File: config.mk
export PLATFORM = sky130hd
export DESIGN_NAME = swt_top
export DESIGN_NICKNAME = d
export VERILOG_FILES = /design/src/rtl/swt_counter.v /design/src/rtl/swt_top.v
export VERILOG_INCLUDE_DIRS = /design/src /design/src/rtl
export SDC_FILE = /design/constraint.sdc
export NUM_CORES = 1
export LEC_CHECK = 0
export BUFFER_PORTS_ARGS = -buffer_cell sky130_fd_sc_hd__buf_2
export CAP_MARGIN = 10
export CORE_MARGIN = 1
export CORE_UTILIZATION = 35
export DETAILED_ROUTE_END_ITERATION = 16
export PLACE_DENSITY_LB_ADDON = 0.12
export SLEW_MARGIN = 15
export SYNTH_ARGS = -nofsm -noshare
export SYNTH_HDL_FRONTEND = slang
export SYNTH_HIERARCHICAL = 1
export SYNTH_SLANG_ARGS = --single-unit
File: constraint.sdc
create_clock -name clk_i -period 2.8 [get_ports clk_i]
set_clock_uncertainty 0.1 [all_clocks]
set_input_delay 0.28 -clock clk_i [delete_from_list [all_inputs] [get_ports clk_i]]
set_output_delay 0.28 -clock clk_i [all_outputs]
set_load 0.02 [all_outputs]
File: src/rtl/swt_regs.vh
`ifndef SWT_REGS_VH
`define SWT_REGS_VH
// Counter geometry
`define SWT_CNT_W 41
`define SWT_ROLL_VAL 41'h001FFFFFFFF
`define SWT_CNT_RST 41'h00000000000
// Rates: 32 kHz count unit, 16 MHz reference, 125 MHz system clock
`define SWT_CLK_HZ 125000000
`define SWT_SLOW_HZ 32000
`define SWT_REF_HZ 16000000
// Slow tick divider: 125 MHz / 32 kHz rounded down (3906)
`define SWT_SLOW_DIV 16'h0F42
// Reference tick as a fraction of the clock: 16 / 125 of 125 MHz is 16 MHz
`define SWT_REF_STEP 8'h10
`define SWT_REF_MOD 8'h7D
// Calibration window in slow periods, and reference ticks it spans (kept as a full count, not divided)
`define SWT_CAL_PERIODS 5'h14
`define SWT_CAL_SHIFT 5
`define SWT_CAL_NOMINAL 32'h00002710
`endif

File: src/rtl/swt_counter.v
`include "swt_regs.vh"

module swt_counter (
  input wire clk_i,
  input wire reset_n_i,
  input wire tick_i,
  input wire start_i,
  input wire stop_i,
  input wire [`SWT_CNT_W-1:0] load_i,
  input wire int_en_i,
  output reg [`SWT_CNT_W-1:0] count_o,
  output reg active_o,
  output reg fire_o,
  output reg wake_en_o
);

  // Down count, reload on passing zero; stop wins over a running tick
  always @(posedge clk_i or negedge reset_n_i) begin
    if (!reset_n_i) begin
      count_o <= `SWT_CNT_RST;
      active_o <= 1'b0;
      fire_o <= 1'b0;
      wake_en_o <= 1'b0;
    end else begin
      fire_o <= 1'b0;
      if (stop_i) begin
        // [RULE5] Stop halts only
        active_o <= 1'b0;
      end else if (start_i) begin
        count_o <= load_i;
        active_o <= 1'b1;
        // [RULE4] Enable sampled at start
        wake_en_o <= int_en_i;
      end else if (active_o && tick_i) begin
        // [RULE1] Fire and roll over
        if (count_o == `SWT_CNT_RST) begin
          count_o <= `SWT_ROLL_VAL;
          fire_o <= 1'b1;
        end else begin
          count_o <= count_o - 1'b1;
        end
      end
    end
  end

endmodule // swt_counter

File: src/rtl/swt_top.v
// Function
// [RULE1] Count down per tick, fire, reload all-ones (code reloads 41'h1FFFFFFFF, only the low 33 bits set)
// [RULE2] One count equals one 32 kHz period
// [RULE3] Software loads counts between two and maximum
// [RULE4] Set interrupt enable before starting timer
// [RULE5] Stop halts timer, keeps stored enable
// [RULE6] Stopping never raises interrupt or wake
// [RULE7] Reading value never disturbs the count
// [RULE8] Active bitmap, one bit per timer
// [RULE9] Active stays set through rollover until stop
// [RULE10] Fired bitmap sets on zero, read clears
// [RULE11] Calibrate timer zero over twenty slow periods
// [RULE12] Result 10000 nominal, larger when slow
// [RULE13] Two independent 41-bit counters
// [RULE14] Enabled expiry during sleep wakes device
// [RULE15] Writing enable while running stops timer
// [RULE16] Enabled fire holds interrupt request until acknowledged
`include "swt_regs.vh"

module swt_top (
  input wire clk_i,
  input wire reset_n_i,
  input wire [1:0] start_i,
  input wire [1:0] stop_i,
  input wire [`SWT_CNT_W-1:0] load_count_i,
  input wire [1:0] int_en_wr_i,
  input wire int_en_val_i,
  input wire fired_rd_i,
  input wire sleep_i,
  input wire [1:0] irq_ack_i,
  input wire cal_req_i,
  output reg [`SWT_CNT_W-1:0] sleep_counter_first_o,
  output reg [`SWT_CNT_W-1:0] sleep_counter_second_o,
  output reg [1:0] active_o,
  output reg [1:0] fired_o,
  output reg [1:0] irq_o,
  output reg wake_o,
  output reg cal_busy_o,
  output reg cal_done_o,
  output reg [31:0] cal_result_o
);

  localparam [2:0] ST_IDLE = 3'b001;
  localparam [2:0] ST_ALIGN = 3'b010;
  localparam [2:0] ST_MEAS = 3'b100;
  localparam [15:0] SLOW_DIV = `SWT_SLOW_DIV;
  localparam [7:0] REF_STEP = `SWT_REF_STEP;
  localparam [7:0] REF_MOD = `SWT_REF_MOD;

  reg [15:0] slow_cnt_q;
  reg slow_tick_q;
  reg [7:0] ref_acc_q;
  reg ref_tick_q;
  wire [7:0] ref_sum_w;
  reg [1:0] int_en_q;
  reg [1:0] fired_q;
  reg [2:0] state_q;
  reg [4:0] cal_per_q;
  reg [31:0] cal_ref_q;
  reg cal_start_q;
  wire [1:0] run_w;
  wire [1:0] fire_w;
  wire [1:0] wake_en_w;
  wire [1:0] stop_w;
  wire [1:0] start_w;
  wire [`SWT_CNT_W-1:0] cnt_w [0:1];
  wire [`SWT_CNT_W-1:0] load_w [0:1];

  // [RULE2] Slow tick from divider
  always @(posedge clk_i or negedge reset_n_i) begin
    if (!reset_n_i) begin
      slow_cnt_q <= 16'h0000;
      slow_tick_q <= 1'b0;
    end else if (slow_cnt_q == SLOW_DIV - 16'h0001) begin
      slow_cnt_q <= 16'h0000;
      slow_tick_q <= 1'b1;
    end else begin
      slow_cnt_q <= slow_cnt_q + 16'h0001;
      slow_tick_q <= 1'b0;
    end
  end

  // Reference 16 MHz tick by fractional divide; exact mean rate, spacing jitters 7 or 8 clocks
  assign ref_sum_w = ref_acc_q + REF_STEP;

  always @(posedge clk_i or negedge reset_n_i) begin
    if (!reset_n_i) begin
      ref_acc_q <= 8'h00;
      ref_tick_q <= 1'b0;
    end else if (ref_sum_w >= REF_MOD) begin
      ref_acc_q <= ref_sum_w - REF_MOD;
      ref_tick_q <= 1'b1;
    end else begin
      ref_acc_q <= ref_sum_w;
      ref_tick_q <= 1'b0;
    end
  end

  // [RULE15] Enable write on running timer stops it
  assign stop_w = stop_i | (int_en_wr_i & run_w);
  // Calibration borrows timer zero with a maximum load
  assign start_w = start_i | {1'b0, cal_start_q};
  assign load_w[0] = cal_start_q ? `SWT_ROLL_VAL : load_count_i;
  assign load_w[1] = load_count_i;

  // [RULE13] Two independent counters
  genvar gi;
  generate
    for (gi = 0; gi < 2; gi = gi + 1) begin : g_tmr
      swt_counter u_cnt (
        .clk_i(clk_i),
        .reset_n_i(reset_n_i),
        .tick_i(slow_tick_q),
        .start_i(start_w[gi]),
        .stop_i(stop_w[gi]),
        .load_i(load_w[gi]),
        .int_en_i(int_en_q[gi]),
        .count_o(cnt_w[gi]),
        .active_o(run_w[gi]),
        .fire_o(fire_w[gi]),
        .wake_en_o(wake_en_w[gi])
      );

      // Stored enable survives stop; sampled by counter at start
      always @(posedge clk_i or negedge reset_n_i) begin
        if (!reset_n_i) begin
          int_en_q[gi] <= 1'b0;
        end else if (int_en_wr_i[gi]) begin
          int_en_q[gi] <= int_en_val_i;
        end
      end

      // [RULE10] Fire sets, read clears, set wins
      always @(posedge clk_i or negedge reset_n_i) begin
        if (!reset_n_i) begin
          fired_q[gi] <= 1'b0;
        end else if (fire_w[gi]) begin
          fired_q[gi] <= 1'b1;
        end else if (fired_rd_i) begin
          fired_q[gi] <= 1'b0;
        end
      end

      // [RULE16] Pending request until acknowledge
      always @(posedge clk_i or negedge reset_n_i) begin
        if (!reset_n_i) begin
          irq_o[gi] <= 1'b0;
        end else if (fire_w[gi] && wake_en_w[gi]) begin
          irq_o[gi] <= 1'b1;
        end else if (irq_ack_i[gi]) begin
          irq_o[gi] <= 1'b0;
        end
      end
    end
  endgenerate

  // [RULE7] Count mirrored without side effects
  always @(posedge clk_i or negedge reset_n_i) begin
    if (!reset_n_i) begin
      sleep_counter_first_o <= `SWT_CNT_RST;
      sleep_counter_second_o <= `SWT_CNT_RST;
      active_o <= 2'b00;
      fired_o <= 2'b00;
      wake_o <= 1'b0;
    end else begin
      sleep_counter_first_o <= cnt_w[0];
      sleep_counter_second_o <= cnt_w[1];
      // [RULE8] [RULE9] Active bitmap
      active_o <= run_w;
      fired_o <= fired_q;
      // [RULE14] [RULE6] Wake only from enabled expiry
      wake_o <= sleep_i && |(fire_w & wake_en_w);
    end
  end

  // [RULE11] Calibration sequencer on timer zero
  always @(posedge clk_i or negedge reset_n_i) begin
    if (!reset_n_i) begin
      state_q <= ST_IDLE;
      cal_per_q <= 5'h00;
      cal_ref_q <= 32'h00000000;
      cal_start_q <= 1'b0;
      cal_busy_o <= 1'b0;
      cal_done_o <= 1'b0;
      cal_result_o <= 32'h00000000;
    end else begin
      cal_start_q <= 1'b0;
      cal_done_o <= 1'b0;
      case (state_q)
        ST_IDLE: begin
          if (cal_req_i) begin
            cal_start_q <= 1'b1;
            cal_busy_o <= 1'b1;
            state_q <= ST_ALIGN;
          end
        end
        ST_ALIGN: begin
          // Begin on a slow edge so the window is whole periods
          cal_per_q <= 5'h00;
          cal_ref_q <= 32'h00000000;
          if (slow_tick_q) begin
            state_q <= ST_MEAS;
          end
        end
        ST_MEAS: begin
          if (ref_tick_q) begin
            cal_ref_q <= cal_ref_q + 32'h00000001;
          end
          if (slow_tick_q) begin
            if (cal_per_q == `SWT_CAL_PERIODS - 5'h01) begin
              // [RULE12] 20 periods give 10000 reference ticks at nominal
              cal_result_o <= cal_ref_q;
              cal_done_o <= 1'b1;
              cal_busy_o <= 1'b0;
              state_q <= ST_IDLE;
            end else begin
              cal_per_q <= cal_per_q + 5'h01;
            end
          end
        end
        default: begin
          state_q <= ST_IDLE;
        end
      endcase
    end
  end

endmodule // swt_top

**Word level (Yosys, flattened, before mapping)**

Cells that the tools add are included.

- Register bits: 282
- Input bits: 55
- Logic and storage cells: 131

- Add/sub/neg operators: 7
- Magnitude comparators: 1
- Eq/ne operators: 11
- Multiplexer cells: 49
- Bitwise gates (word level): 6
- Reduce and logical (&&, ||, !) cells: 27

Operators by type and width:

| kind | count |
|---|---|
| $mux 41 | 7 |
| $logic_not 41->1 | 2 |
| $sub 41x1->41 const B | 2 |
| $pmux 32 s2 | 1 |
| $add 32x1->32 const B | 1 |
| $mux 32 | 1 |
| $mux 1 | 29 |
| $reduce_bool 2->1 | 10 |
| $add 16x1->16 const B | 1 |
| $eq 16x12->1 const B | 1 |
| $mux 16 | 1 |
| $mux 3 | 4 |
| $ne 2x2->1 const B | 6 |
| $mux 5 | 2 |
| $pmux 5 s2 | 1 |
| $reduce_and 2->1 | 5 |
| $pmux 3 s3 | 1 |
| $add 8x5->8 const B | 1 |
| $ge 8x7->1 const B | 1 |
| $mux 8 | 1 |
| $reduce_and 4->1 | 2 |
| $sub 8x7->8 const B | 1 |
| $reduce_and 3->1 | 2 |
| $add 5x1->5 const B | 1 |
| 11 further kinds | 17 |

**Longest topological paths before layout**

- Depth in word-level cells: 5
- Mapped depth: 10
- Depth with buffers taken out: 8

**Modules after synthesis**

The synthesis kept the hierarchy.

By module, submodules not included:

| module | times used | cells an instance | area each (µm²) |
|---|---|---|---|
| swt_top | 1 | 594 | 7444.6 |
| swt_counter | 2 | 343 | 2875.3 |

**Least setup slack after synthesis**

No wires, ideal clock.

- Path type: register -> register
- Start: reg cal_start_q
- End: reg g_tmr[0].u_cnt.count_o[16]
- Arrival time: 2.325 ns
- Slack: 0.296 ns
- Stages on the path, launching flop included: 10
- Buffers on the path: 5
- Clock period less this slack: 2.504 ns
- Cells stage by stage: dfrtp_1 clkbuf_1 or2_2 clkbuf_1 a21oi_1 or2_2 clkbuf_1 buf_1 clkbuf_1 a2bb2oi_1

- Word-level cells in the longest chain between the ends: 3
- Elaborated cells on any way between the ends: 5

RTL lines:

| element | RTL line | text |
|---|---|---|
| start: declaration | swt_top.v:60 | `reg cal_start_q;` |
| start signal: assignment | swt_top.v:182 | `cal_start_q <= 1'b0;` |
| start signal: assignment | swt_top.v:187 | `cal_start_q <= 1'b0;` |
| start signal: assignment | swt_top.v:192 | `cal_start_q <= 1'b1;` |
| $or 2x1->2 (*) | swt_top.v:102 | `assign start_w = start_i \| {1'b0, cal_start_q};` |
| via start_w[0] | swt_top.v:65 | `wire [1:0] start_w;` |
| $reduce_bool 2->1 (no source line) | n/a |  |
| $reduce_and 2->1 (no source line) | n/a |  |
| end signal: assignment | swt_counter.v:30 | `count_o <= load_i;` |
| end signal: assignment | swt_counter.v:37 | `` count_o <= `SWT_ROLL_VAL; `` |
| end signal: assignment | swt_counter.v:40 | `count_o <= count_o - 1'b1;` |
| end: declaration | swt_counter.v:11 | `` output reg [`SWT_CNT_W-1:0] count_o, `` |

The timed path passes the listed nets; every way through them passes the cells marked *.
A chain may end at the register's enable or synchronous reset.

**Worst setup path in the final report**

- Start: reg g_tmr[1].u_cnt.count_o[21]
- End: reg g_tmr[1].u_cnt.count_o[39]

- Word-level cells in the longest chain between the ends: 4
- Elaborated cells on any way between the ends: 5

RTL lines:

| element | RTL line | text |
|---|---|---|
| start: declaration | swt_counter.v:11 |  |
| start signal: assignment | swt_counter.v:20 | `` count_o <= `SWT_CNT_RST; `` |
| start signal: assignment | swt_counter.v:30 |  |
| start signal: assignment | swt_counter.v:37 |  |
| $sub 41x1->41 or $logic_not 41->1 (tied branches) | n/a |  |
| $mux 41 (*) | swt_counter.v:36 | `` if (count_o == `SWT_CNT_RST) begin `` |
| $mux 41 (*) | swt_counter.v:34 | `end else if (active_o && tick_i) begin` |
| $mux 41 (*) | swt_counter.v:29 | `end else if (start_i) begin` |

Mark *: on every way between the ends. The rest lies on a longest branch, timed or not. The select of a mux whose other input is x is not followed.

==> impl_metrics.yaml <==
outcome:
  status: "complete, no violations"
final_layout:
  final_common_cell: "dfrtp_1"
  drive_gt1_share_pct: 24.9
  layout_common_cells: "dfrtp_1, buf_2, nand2_1"
  nFillCells: 3616
  synthToLayoutAreaGrowth_pct: 23.6
  finalInstanceArea_um2: 16300
  fin_nets: 1566
global_route:
  grt_pass1_wl_mm: 61.3
  grt_pass1_vias: 10446
  grt_start_max_net_pins: 79
  antenna_found_initial: 3
  grt-ovfl-total: 0
  grt_usage_pct: 20.5
sta:
  max_freq_ghz: 0.383
  worst_pin_slew_ps: 794
  setup_viol_count_final: 0
  post-route-period-util_pct: 93.2
  maxSlewHeadroom_pct: 47.1
  hold_viol: 0
  min_period_ps: 2610
  setup_tns_ps: 0
  maxSlewViolCount: 0
  rsz0062_at_grt: "no"
worst_setup_path:
  cp_data_required_time_ps: 3090
  crit_fanout: 7
  cp-end-kind: "register"
  start_kind: "register"
  r2r_cells: 6
  crit_type: "register to register"
  arrival_ps: 2900
floorplanning:
  die_y_um: 196
  dieArea_um2: 38500
  core.rowCount: 70
  coreArea_um2: 36900
  boundaryPins: 178
  dieWidth_um: 196
  initial_core_util_pct: 35.8
routing:
  drt-pass1-iter-count: 6
  drc_errors: 0
  ant_nets: 0
  drt-initial-drc-count: 854
  drt-total-wl_mm: 39.3
  vias: 10852
  via_per_inst: 5.35
  drt-wirelength-per-cell_um: 19.3
clocking:
  ctsHtreeMaxLevel: 2
  clock_sinks: 282
  cts_root_buf: "clkbuf_16"
  cts_tree: "yes"
  cts_max_path_buffers: 3
  clk-insertion-delay-late_ps: 530
  path_clk_slew_ps: 60
  post_cts.repair.setup_buffers: 0
  numCtsBuffers: 34
worst_hold_path:
  hold_depth: 3
  hp-class: "input pin to register"
yosys:
  synth_edf_count: 0
  async_flop_share_pct: 100
  synthDistinctLibCells: 72
  synth_top_area_share_pct: 53.3
  postSynthAreaPerCell_um2: 10.3
  yosysSeqAreaShare_pct: 53.5
  synthCells: 1280
  yosysWarningCount: 6
  syn-num-nets: 1347
  netlist.top_cell.by_area: "dfrtp_1"
  synth_area_leaders: "dfrtp_1, nand2_1, mux2_2, o22a_1, o21ai_0"
  synth-seq-cells: 282
  yosys_most_used_dff: "dfrtp_1"
  syn_area_um2: 13200
flow_run:
  drv_cap: 0
placed_design:
  numPortBuffers: 177
  routabilityCongestion: 0.880
  hpwl_mm: 28.0
  place_area_um2: 14900
pwr:
  power_density_nw_per_um2: 811
  p_leak_uw: 0.00723
  ir_drop_mv: 0.399
[where the power goes]
part	switching, uW	internal [uW]
logic	1840	1090
registers	826	4920
clock network	1730	2820
total	4400	8830
[sequential cells by signal, summed over array words and instances (netlist names), 3 cells and up]
name                    flops
cal_per_q                   5
ref_acc_q                   8
sleep_counter_first_o      41
cal_ref_q                  32
state_q                     3
slow_cnt_q                 16
g_tmr.u_cnt/count_o        82
cal_result_o               32
sleep_counter_second_o     41
[routing by layer]
layer  GRT usage [%]  share of wire, %  vias to the layer above
met5               0                 0                        -
met4            7.73               3.0                        0
met3            2.96               4.3                       63
met2            29.8                43                      306
met1            30.6                49                     5369
li1                -                 -                     5114
[cell usage after synthesis, drive strengths merged, types with 9 or more instances]
master   count
nor4        23
nand2b      11
and3        13
o22ai       14
nand2       94
a22oi       10
or3         14
a32oi       20
clkbuf      45
nand4       29
or2         39
nor3        60
nor2        78
ha          12
buf         21
or4         21
nand3       45
o21ai       63
o22a        37
dfrtp      281
mux2        30
inv         81
xnor2       13
o31ai       19
a2bb2oi     18
xor2        16
a21o         9
and4        10
a21oi       54
[stage by stage]
step	cells	hold WS [ps]	power [uW]	setup slack (ps)	util [%]
after floorplan	1280	-116	7380	296	-
after global placement	1945	228	8670	231	40.5
after detailed placement	1945	233	8700	253	40.5
after CTS	2027	5.63	13400	197	44.2
after global routing	2030	31.7	13900	10.3	44.2
final	2030	30.9	13200	189	44.2
[critical path, cell delays in order (launching register included)]
cell and delay [ps]:
dfrtp_1 430, or2_2 360, nor4_1 410, nand4_1 420, or3_1 460, o221ai_1 170, o211ai_1 110
[final cells by class]
type,count,area (um^2),share of cell area (%)
flip-flops and latches,282,7060,43.3
multi-input cells,851,5550,34.0
repair buffers,249,1600,9.83
clock buffers,51,1030,6.29
well taps,504,631,3.87
inverters,81,304,1.86
clock inverters,9,139,0.851
diodes,3,7.51,0.0460
[timing repair]
item,4_1_cts,5_1_grt
endpoints found under the setup margin,0,2
hold buffers,22,0
resized for setup,0,1
hold endpoints to repair,91,0
[cells by family after synthesis]
kind of cell / share of synthesized area [%]
buffers and inverters: 4.59
AND/OR/NAND/NOR: 19.4
AO/OA/AOI/OAI: 16.5
multiplexers: 2.94
adder cells (fa/ha/maj): 1.14
flip-flops: 53.5
XOR/XNOR: 1.92
[final timing paths]
| kind | startpoint | end | slack (ps) |
|---|---|---|---|
| hold reg to reg | fired_q[0] | fired_o[0] | 280 |
| max in group asynchronous | reset_n_i | g_tmr[0].u_cnt/count_o[11] | 1430 |
| hold / removal | load_count_i[19] | g_tmr[1].u_cnt/count_o[19] | 30 |
| min in group asynchronous | reset_n_i | cal_result_o[21] | 220 |
| setup / recovery | g_tmr[1].u_cnt/count_o[21] | g_tmr[1].u_cnt/count_o[39] | 190 |
| setup reg to reg | g_tmr[1].u_cnt/count_o[21] | g_tmr[1].u_cnt/count_o[39] | 190 |
Note: power is estimated with default switching activity, not from simulation.
